$ cat src/stpg_defs.svh
// constants for the spanning tree port state gate: offsets, fields, resets
// assumes inclusion by stpg_gate only; no processes here
`ifndef STPG_DEFS_SVH
`define STPG_DEFS_SVH

`define STPG_IDX_P1_CTRL 6'h12
`define STPG_IDX_P2_CTRL 6'h22
`define STPG_IDX_STATUS 6'h01
`define STPG_IDX_DROPS 6'h02

`define STPG_BIT_LRNDIS 0
`define STPG_BIT_RXEN 1
`define STPG_BIT_TXEN 2
`define STPG_CTRL_RST 3'h6
`define STPG_CTRL_CLOSED 3'h1
`define STPG_CTRL_LEARN 3'h0
`define STPG_CTRL_FWD 3'h6

`define STPG_SRC_P1 2'h1
`define STPG_SRC_P2 2'h2
`define STPG_SRC_P3 2'h3

`define STPG_DESC_W 9
`define STPG_FIFO_DEPTH 4
`define STPG_ST_P2_LSB 8

`endif

$ cat src/stpg_pkg.sv
// types for the spanning tree port state gate
// assumes nothing beyond the defs header
package stpg_pkg;
  typedef enum logic [1:0] {
    STPG_CLOSED,
    STPG_LEARNING,
    STPG_FORWARDING,
    STPG_MIXED
  } stpg_state_t;
endpackage : stpg_pkg

$ cat src/stpg_fifo.sv
// small flip-flop fifo with valid and ready on both sides
// assumes one clock, synchronous active-high reset
`timescale 1ns/10ps
`default_nettype none
module stpg_fifo #(
  parameter int WIDTH = 9,
  parameter int DEPTH = 4
) (
  input wire logic ref_clk,
  input wire logic srst,
  input wire logic in_valid,
  output logic in_ready,
  input wire logic [WIDTH-1:0] in_data,
  output logic out_valid,
  input wire logic out_ready,
  output logic [WIDTH-1:0] out_data
);
  localparam int PW = (DEPTH > 1) ? $clog2(DEPTH) : 1;
  localparam int CW = $clog2(DEPTH + 1);
  localparam logic [CW-1:0] FULL = CW'(DEPTH);
  localparam logic [PW-1:0] LAST = PW'(DEPTH - 1);

  logic [WIDTH-1:0] mem_reg [DEPTH];
  logic [WIDTH-1:0] mem_next [DEPTH];
  logic [PW-1:0] wr_reg, wr_next, rd_reg, rd_next;
  logic [CW-1:0] cnt_reg, cnt_next;
  logic rdy_reg, rdy_next;
  logic push, pop;

  assign push = in_valid && rdy_reg;
  assign pop = out_valid && out_ready;
  assign in_ready = rdy_reg;
  assign out_valid = (cnt_reg != '0);
  assign out_data = mem_reg[rd_reg];

  always_comb begin
    for (int i = 0; i < DEPTH; i++) begin
      mem_next[i] = mem_reg[i];
    end
    if (push) begin
      mem_next[wr_reg] = in_data;
    end
    wr_next = push ? ((wr_reg == LAST) ? '0 : wr_reg + 1'b1) : wr_reg;
    rd_next = pop ? ((rd_reg == LAST) ? '0 : rd_reg + 1'b1) : rd_reg;
    cnt_next = cnt_reg + CW'(push) - CW'(pop);
    rdy_next = (cnt_next != FULL);
  end

  always_ff @(posedge ref_clk) begin
    if (srst) begin
      wr_reg <= '0;
      rd_reg <= '0;
      cnt_reg <= '0;
      rdy_reg <= 1'b0;
      for (int i = 0; i < DEPTH; i++) begin
        mem_reg[i] <= '0;
      end
    end else begin
      wr_reg <= wr_next;
      rd_reg <= rd_next;
      cnt_reg <= cnt_next;
      rdy_reg <= rdy_next;
      mem_reg <= mem_next;
    end
  end
endmodule : stpg_fifo
`default_nettype wire

$ cat src/stpg_gate.sv
// spanning tree port state gate: per-packet forward mask and learn decision
// assumes a lookup stage feeding descriptors and an avalon-mm master on the registers
`timescale 1ns/10ps
`default_nettype none
`include "stpg_defs.svh"
module stpg_gate (
  input wire logic ref_clk,
  input wire logic srst,
  input wire logic [7:0] avs_address,
  input wire logic avs_read,
  input wire logic avs_write,
  input wire logic [31:0] avs_writedata,
  input wire logic [3:0] avs_byteenable,
  output logic [31:0] avs_readdata,
  output logic avs_waitrequest,
  input wire logic in_valid,
  output logic in_ready,
  input wire logic [1:0] in_src,
  input wire logic [2:0] in_dmask,
  input wire logic in_ovr,
  input wire logic [1:0] in_tag,
  input wire logic in_learn,
  output logic out_valid,
  input wire logic out_ready,
  output logic [1:0] out_src,
  output logic [2:0] out_mask,
  output logic out_learn
);
  // per-port settings
  logic [2:0] cfg_reg [2];
  logic [2:0] cfg_next [2];
  logic [1:0] tx_en, rx_en, lrn_dis;
  stpg_pkg::stpg_state_t st [2];

  genvar gp;
  generate
    for (gp = 0; gp < 2; gp++) begin : g_port
      assign tx_en[gp] = cfg_reg[gp][`STPG_BIT_TXEN];
      assign rx_en[gp] = cfg_reg[gp][`STPG_BIT_RXEN];
      assign lrn_dis[gp] = cfg_reg[gp][`STPG_BIT_LRNDIS];
      // disable, blocking and listening collapse to one code
      always_comb begin
        case (cfg_reg[gp])
          `STPG_CTRL_CLOSED: st[gp] = stpg_pkg::STPG_CLOSED;
          `STPG_CTRL_LEARN: st[gp] = stpg_pkg::STPG_LEARNING;
          `STPG_CTRL_FWD: st[gp] = stpg_pkg::STPG_FORWARDING;
          default: st[gp] = stpg_pkg::STPG_MIXED;
        endcase
      end
    end
  endgenerate

  // descriptor fifo
  logic f_valid, f_ready;
  logic [`STPG_DESC_W-1:0] f_data;

  stpg_fifo #(
    .WIDTH(`STPG_DESC_W),
    .DEPTH(`STPG_FIFO_DEPTH)
  ) u_fifo (
    .ref_clk(ref_clk),
    .srst(srst),
    .in_valid(in_valid),
    .in_ready(in_ready),
    .in_data({in_src, in_dmask, in_ovr, in_tag, in_learn}),
    .out_valid(f_valid),
    .out_ready(f_ready),
    .out_data(f_data)
  );

  logic [1:0] hd_src, hd_tag;
  logic [2:0] hd_dmask;
  logic hd_ovr, hd_lrn, hd_net, hd_idx, load;
  logic [2:0] dec_mask, src_bit;
  logic dec_learn;

  assign hd_src = f_data[8:7];
  assign hd_dmask = f_data[6:4];
  assign hd_ovr = f_data[3];
  assign hd_tag = f_data[2:1];
  assign hd_lrn = f_data[0];
  assign hd_net = (hd_src == `STPG_SRC_P1) || (hd_src == `STPG_SRC_P2);
  assign hd_idx = (hd_src == `STPG_SRC_P2);
  assign f_ready = !out_valid || out_ready;
  assign load = f_valid && f_ready;

  // forwarding decision
  always_comb begin
    src_bit = 3'h0;
    dec_mask = 3'h0;
    dec_learn = 1'b0;
    if (hd_src == `STPG_SRC_P3) begin
      if (hd_tag != 2'h0) begin
        dec_mask = {1'b0, hd_tag};
      end else begin
        dec_mask = {1'b0, hd_dmask[1:0]};
      end
      dec_learn = hd_lrn;
    end else if (hd_net) begin
      src_bit = hd_idx ? 3'h2 : 3'h1;
      if (rx_en[hd_idx]) begin
        dec_mask = hd_dmask & {1'b1, tx_en} & ~src_bit;
      end else if (hd_ovr) begin
        dec_mask = hd_dmask & 3'h4;
      end
      dec_learn = hd_lrn && !lrn_dis[hd_idx];
    end
  end

  // output stage
  logic out_valid_reg, out_valid_next, out_learn_reg, out_learn_next;
  logic [1:0] out_src_reg, out_src_next;
  logic [2:0] out_mask_reg, out_mask_next;
  logic [15:0] drops_reg, drops_next;

  always_comb begin
    out_valid_next = out_valid_reg;
    out_src_next = out_src_reg;
    out_mask_next = out_mask_reg;
    out_learn_next = out_learn_reg;
    drops_next = drops_reg;
    if (out_valid_reg && out_ready) begin
      out_valid_next = 1'b0;
    end
    if (load) begin
      out_valid_next = 1'b1;
      out_src_next = hd_src;
      out_mask_next = dec_mask;
      out_learn_next = dec_learn;
      if (dec_mask == 3'h0) begin
        drops_next = drops_reg + 16'h0001;
      end
    end
  end

  always_ff @(posedge ref_clk) begin
    if (srst) begin
      out_valid_reg <= 1'b0;
      out_src_reg <= 2'h0;
      out_mask_reg <= 3'h0;
      out_learn_reg <= 1'b0;
      drops_reg <= 16'h0000;
    end else begin
      out_valid_reg <= out_valid_next;
      out_src_reg <= out_src_next;
      out_mask_reg <= out_mask_next;
      out_learn_reg <= out_learn_next;
      drops_reg <= drops_next;
    end
  end

  assign out_valid = out_valid_reg;
  assign out_src = out_src_reg;
  assign out_mask = out_mask_reg;
  assign out_learn = out_learn_reg;

  // avalon slave: one wait cycle, access at the edge waitrequest is low
  logic wait_reg, wait_next;
  logic [31:0] rdata_reg, rdata_next;
  logic [5:0] idx;
  logic go_wr;

  assign idx = avs_address[7:2];
  assign go_wr = avs_write && !wait_reg && avs_byteenable[0];

  always_comb begin
    wait_next = 1'b1;
    rdata_next = rdata_reg;
    cfg_next[0] = cfg_reg[0];
    cfg_next[1] = cfg_reg[1];
    if ((avs_read || avs_write) && wait_reg) begin
      wait_next = 1'b0;
      rdata_next = 32'h0000_0000;
      case (idx)
        `STPG_IDX_P1_CTRL: rdata_next[2:0] = cfg_reg[0];
        `STPG_IDX_P2_CTRL: rdata_next[2:0] = cfg_reg[1];
        `STPG_IDX_STATUS: begin
          rdata_next[1:0] = st[0];
          rdata_next[`STPG_ST_P2_LSB+1:`STPG_ST_P2_LSB] = st[1];
        end
        `STPG_IDX_DROPS: rdata_next[15:0] = drops_reg;
        default: rdata_next = 32'h0000_0000;
      endcase
    end
    if (go_wr && idx == `STPG_IDX_P1_CTRL) begin
      cfg_next[0] = avs_writedata[2:0];
    end
    if (go_wr && idx == `STPG_IDX_P2_CTRL) begin
      cfg_next[1] = avs_writedata[2:0];
    end
  end

  always_ff @(posedge ref_clk) begin
    if (srst) begin
      wait_reg <= 1'b1;
      rdata_reg <= 32'h0000_0000;
      cfg_reg[0] <= `STPG_CTRL_RST;
      cfg_reg[1] <= `STPG_CTRL_RST;
    end else begin
      wait_reg <= wait_next;
      rdata_reg <= rdata_next;
      cfg_reg[0] <= cfg_next[0];
      cfg_reg[1] <= cfg_next[1];
    end
  end

  assign avs_waitrequest = wait_reg;
  assign avs_readdata = rdata_reg;
endmodule : stpg_gate
`default_nettype wire

$ cat config.mk
export PLATFORM = sky130hd
export DESIGN_NAME = stpg_gate
export DESIGN_NICKNAME = d
export VERILOG_FILES = /design/src/stpg_pkg.sv /design/src/stpg_fifo.sv /design/src/stpg_gate.sv
export VERILOG_INCLUDE_DIRS = /design/src /design/src/src
export SDC_FILE = /design/constraint.sdc
export NUM_CORES = 1
export LEC_CHECK = 0
export BUFFER_PORTS_ARGS = -buffer_cell sky130_fd_sc_hd__clkbuf_2
export CAP_MARGIN = 20
export CORE_UTILIZATION = 50
export CTS_BUF_LIST = sky130_fd_sc_hd__clkbuf_2
export CTS_CLUSTER_DIAMETER = 60
export DETAILED_ROUTE_END_ITERATION = 8
export HOLD_SLACK_MARGIN = 0.08
export PLACE_DENSITY = 0.74
export SKIP_LAST_GASP = 1
export SYNTH_ARGS = -nofsm -noshare
export SYNTH_HDL_FRONTEND = slang
export SYNTH_SLANG_ARGS = --single-unit
$ cat constraint.sdc
create_clock -name ref_clk -period 9.9 [get_ports ref_clk]
set_clock_uncertainty 0.2 [all_clocks]
set_input_delay 0.99 -clock ref_clk [delete_from_list [all_inputs] [get_ports ref_clk]]
set_output_delay 0.99 -clock ref_clk [all_outputs]
set_load 0.02 [all_outputs]
* Word level (Yosys, flattened, before mapping) *
Memory sizes are Yosys's and may differ from the RTL's.
Cells that the tools add are included.

word-level totals
  bits in registers = 84
  RAM bits = 6
  output and inout port bits = 41
  memories = 1

memories
  memory   words  bits a word  rd ports  clocked after memory_dff  write ports  line             source
  cfg_reg  2      3            2         0                         2            stpg_gate.sv:30  logic [2:0] cfg_reg [2];

operators by class
  $add $sub $neg = 5
  magnitude comparators = 4
  equal/unequal tests = 14
  mux-type cells = 37
  bitwise gates (word level) = 7
  reduce and logical (&&, ||, !) cells = 23

operators by type and width
  cell                   count
  $bwmux 36              1
  $mux 9                 3
  $mux 3                 8
  $bmux 9 s2             1
  $demux 9 s2            1
  $add 16x1->16 const B  1
  $mux 1                 12
  $pmux 2 s3             2
  $logic_and 1x1->1      10
  $logic_not 3->1        3
  $not 2->3              3
  $eq 2x2->1 const B     4
  $mux 2                 4
  $pmux 2 s4             1
  $and 3x3->3            2
  $eq 3x1->1 const B     2
  $eq 3x3->1 const B     2
  $eq 6x1->1 const B     1
  $eq 6x2->1 const B     1
  $eq 6x5->1 const B     1
  $eq 6x6->1 const B     1
  $ge 3x3->1 const B     2
  $mux 6                 1
  $mux 5                 1
  15 further kinds       22

* Longest topological paths before layout *
  depth in word-level cells = 13
  depth in mapped cells = 12
  depth with buffers taken out = 11

* By module *
Synthesis repeated with hierarchy kept, for this count alone.

second synthesis, totals
  cells, all modules = 498
  area, all modules = 4226.6 um^2

modules (own cells, without submodules)
  module     times used  cells each  area each (um^2)  seq. area each (um^2)
  stpg_gate  1           281         2322.2            920.9
  stpg_fifo  1           217         1904.3            880.8

* Worst setup path before layout *
Ideal clock, no wire load.

  kind = input -> register
  start point = in out_ready
  end point = reg u_fifo.rdy_reg (netlist: u_fifo.in_ready)
  setup time = 0.133 ns
  arrival time = 2.968 ns
  setup slack = 6.599 ns
  stages = 12
  buffers on the path = 1
  path through = nand2b_1 -> nand2b_1 -> clkbuf_1 -> clkinv_1 -> ha_1 -> inv_1 -> ha_1 -> inv_1 -> fa_1 -> xnor2_1 -> xnor2_1 -> a31oi_1

on the way
  cells in the longest elaborated chain, start to end = 4

ends and longest elaborated chain
  what                  line             source
  from (decl)           stpg_gate.sv:24  input wire logic out_ready,
  $logic_or 1x1->1      stpg_gate.sv:84  assign f_ready = !out_valid || out_ready;
  $logic_and 1x1->1     --
  via load              stpg_gate.sv:73  logic hd_ovr, hd_lrn, hd_net, hd_idx, load;
  $sub 3x1->3           stpg_fifo.sv:45  cnt_next = cnt_reg + CW'(push) - CW'(pop);
  $ne 3x3->1            stpg_fifo.sv:46  rdy_next = (cnt_next != FULL);
  to (signal assigned)  stpg_fifo.sv:62  rdy_reg <= rdy_next;
  to (decl)             stpg_fifo.sv:27  logic rdy_reg, rdy_next;

The timed path passes the listed nets, and every way through them passes these cells.
A chain may end at the register's enable or synchronous reset.

* Worst setup path after layout *
  start point = reg u_fifo.rd_reg[0]
  end point = reg drops_reg[9]

on the way
  cells in the longest elaborated chain, start to end = 13

ends and longest elaborated chain
  what                                            line              source
  from (decl)                                     stpg_fifo.sv:25   logic [PW-1:0] wr_reg, wr_next, rd_reg, rd_next;
  from (signal assigned)                          stpg_fifo.sv:60   rd_reg <= rd_next;
  $not 2->3 (not written as such) (*)             stpg_fifo.sv:34   assign out_data = mem_reg[rd_reg];
  $bmux 9 s2 (*)                                  stpg_fifo.sv:34
  $mux 9 (not written as such) (*) (2 in series)  stpg_fifo.sv:34
  via f_data[7]                                   stpg_gate.sv:55   logic [`STPG_DESC_W-1:0] f_data;
  $eq 2x2->1 (no line)                            --
  $mux 2                                          stpg_gate.sv:100  src_bit = hd_idx ? 3'h2 : 3'h1;
  $not 2->3                                       stpg_gate.sv:102  dec_mask = hd_dmask & {1'b1, tx_en} & ~src_bit;
  $and 3x3->3                                     stpg_gate.sv:102
  $mux 3                                          stpg_gate.sv:101  if (rx_en[hd_idx]) begin
  $mux 3                                          stpg_gate.sv:99   end else if (hd_net) begin
  $mux 3 (*)                                      stpg_gate.sv:92   if (hd_src == `STPG_SRC_P3) begin
  $logic_not 3->1 (*)                             stpg_gate.sv:130  if (dec_mask == 3'h0) begin
  $reduce_and 2->1 (no line) (*)                  --
  to (signal assigned)                            stpg_gate.sv:148  drops_reg <= drops_next;
  to (decl)                                       stpg_gate.sv:114  logic [15:0] drops_reg, drops_next;

Mark *: on every way through the listed nets, which the timed path passes. The rest lies on a longest branch. The select of a mux whose other input is x is not followed.

==> impl_metrics.yaml <==
clock_network:
  clock_path_buffers: 2
  h-tree-depth: 3
  cts_buffers: 9
  clk_latency_ns: 0.56
  cts_resized: 0
  cts_tree: "built"
  cts.sinks: 90
  postCtsHoldBufs: 0
  clkTransAtPathRegs_ns: 0.29
  cts_post_setup_buffers_inserted: 0
  cts_root_buf: "clkbuf_2"
critical_path:
  worstSetupStartpoint: "u_fifo.rd_reg[0]"
  rr_endpoint: "drops_reg[9]"
  cp-endpoint: "drops_reg[9]"
  r2r_cells: 9
  cp.arrival_ns: 4.19
  regToRegSetupSlack_ns: 5.97
  reg2reg_from: "u_fifo.rd_reg[0]"
  worstPathRequired_ns: 10.16
  end_kind: "flop"
  crit_path_max_fanout: 27
  criticalPathCategory: "reg -> reg"
  cp-start-kind: "flop"
cells_and_area:
  largest_reg_flops: 36
  nets: 618
  n_antenna_cell: 0
  final_area_um2: 4540
  finish.utilization_pct: 55.2
  area_delta_synth_final_pct: 7.15
  layout-drive-gt1-share_pct: 13.2
drt:
  totalWireLength_mm: 9.06
  route.detailed.drc: 0
  firstDrtPassIters: 5
  drtIter0Drc: 140
  vias: 3543
  via_per_inst: 5.39
  ant_nets: 0
  wl_per_cell_um: 13.8
synth:
  synth_top_family_by_area: "simple AND/OR/NAND/NOR gates"
  yosysTopAreaCell: "dfxtp_1"
  synth_compound_area_share_pct: 16.0
  synthArstFlopShare_pct: 0
  syn_area_um2: 4230
  syn_inst: 513
  ys.flop_type: "dfxtp_1"
  synth-simple-area-share_pct: 24.1
  synth_seq_cells: 90
  avgSynthCellArea_um2: 8.25
  synth_top_area_share_pct: 42.6
  ys.warnings.count: 0
  yosysSeqAreaShare_pct: 42.6
  synthMuxAreaShare_pct: 6.74
  synth.most_common_cell: "nand2_1"
  synth_edf_count: 0
  synthAdderAreaFrac_pct: 3.43
  ys_types: 46
  synth_area_leaders: "dfxtp_1, nand2_1, a21oi_1"
  synth_common_cells: "nand2_1, dfxtp_1, a21oi_1, nor2_1"
  synthXorXnorAreaFrac_pct: 0.414
placed_design:
  dp_hpwl_mm: 6.21
  gp_congestion: 0.780
  io_buffers: 49
  place_area_um2: 4440
sta:
  setup_tns_ns: 0
  rsz0062_at_grt: "false"
  final-setup-viol-count: 0
  fin_crit_ns: 3.93
  finalHoldViolCount: 0
  drv_slew: 0
  finalCritPeriodShare_pct: 39.7
  clock.fmax_ghz: 0.255
  relSlewSlack_pct: 36.5
  worstMarginPinSlew_ns: 0.940
grt:
  grt_pass1_vias: 3165
  track_usage_pct: 21.6
  grt_max_degree: 96
  antenna_found_initial: 0
  grt_first_pass_wirelength_mm: 14.9
  overflow: 0
floorplan:
  floorplan.initialDensity_pct: 51.5
  die_w_um: 94.0
  std_cell_rows: 33
  coreArea_um2: 8220
  die_h_um: 94.0
  dieArea_um2: 8840
  io_pins: 100
power_and_ir_drop:
  leakagePower_nw: 1.70
  power_density_nw_per_um2: 178
  ir_worst_vdd_mv: 0.0798
min_path:
  hp-class: "reg -> reg"
  hold_start: "avs_readdata[6]"
flow_run:
  drv_cap: 0
run_status:
  status: "finished, final reports clean"
==> layout by cell type (no fill, tap or decap), types with 3 or more instances in the layout <==
cell / instances
ha_1: 10
a211oi_1: 3
nor2b_1: 13
nand2_1: 123
nor4b_1: 3
mux2_2: 4
nand3_1: 15
and3_1: 8
nor2_1: 21
clkinv_1: 3
mux4_1: 6
nand4_1: 4
o211ai_1: 3
inv_1: 11
o31ai_1: 10
mux2i_1: 6
nor3_1: 9
dfxtp_1: 90
a31oi_1: 4
a21oi_1: 74
clkbuf_2: 58
conb_1: 16
or4_1: 11
o21ai_0: 10
nand2b_1: 6
a211o_1: 4
==> cells by family after synthesis <==
| kind of cell | count (synthesis) |
|---|---|
| flip-flops | 90 |
| XOR/XNOR | 2 |
| adder cells (fa/ha/maj) | 11 |
| buffers and inverters | 55 |
| AND/OR/NAND/NOR | 220 |
| AO/OA/AOI/OAI | 117 |
| multiplexers | 17 |
| other | 1 |
==> layout make-up <==
class	count	area [µm²]
Sequential cell	90	1800
Timing Repair Buffer	51	260
Inverter	13	48.8
Fill cell	800	3680
Multi-Input combinational cell	383	2210
Clock buffer	9	45.0
Tap cell	105	131
Clock inverter	6	42.5
==> routing by layer <==
metal / share of wire [%] / GRT usage (%) / routed length (µm)
met1: 47 / 28.5 / 4250
met2: 47 / 35.5 / 4300
met3: 4.7 / 3.72 / 427
met4: 0.91 / 7.69 / 82
met5: 0 / 0 / 0
==> where the power goes <==
part           total [mW]  internal (mW)  leakage (nW)  switching (mW)
Clock               0.161         0.0328        0.0562           0.128
Sequential          0.432          0.394         0.729          0.0379
Combinational       0.215         0.0835         0.918           0.131
==> worst min path at each step <==
stage,cells past startpoint,endpoint,slack [ns]
after floorplan,2,u_fifo.mem_reg[18],0.23
after global placement,2,u_fifo.mem_reg[14],0.24
after detailed placement,2,u_fifo.mem_reg[1],0.25
after CTS,2,u_fifo.mem_reg[1],0.27
after global routing,2,avs_readdata[1],0.29
final,2,avs_readdata[6],0.27
==> per-stage QoR <==
stage	worst slack, ns	total power, mW	cells	hold slack (ns)
CTS	6.03	0.813	656	0.270
global route	5.84	0.862	657	0.288
floorplan	6.60	0.605	528	0.232
detailed placement	6.12	0.653	641	0.246
global placement	6.15	0.645	641	0.237
finish	5.97	0.808	657	0.269
==> critical path, stage by stage, from the launching register on <==
cell and delay [ns]:
dfxtp_1 0.77, mux4_1 0.73, inv_1 0.10, ha_1 0.23
mux2_2 0.40, o21ai_0 0.21, a2111o_1 0.24, nand3_4 0.24
or4_1 0.58, a21oi_1 0.17
(Power assumes the default switching activity.)
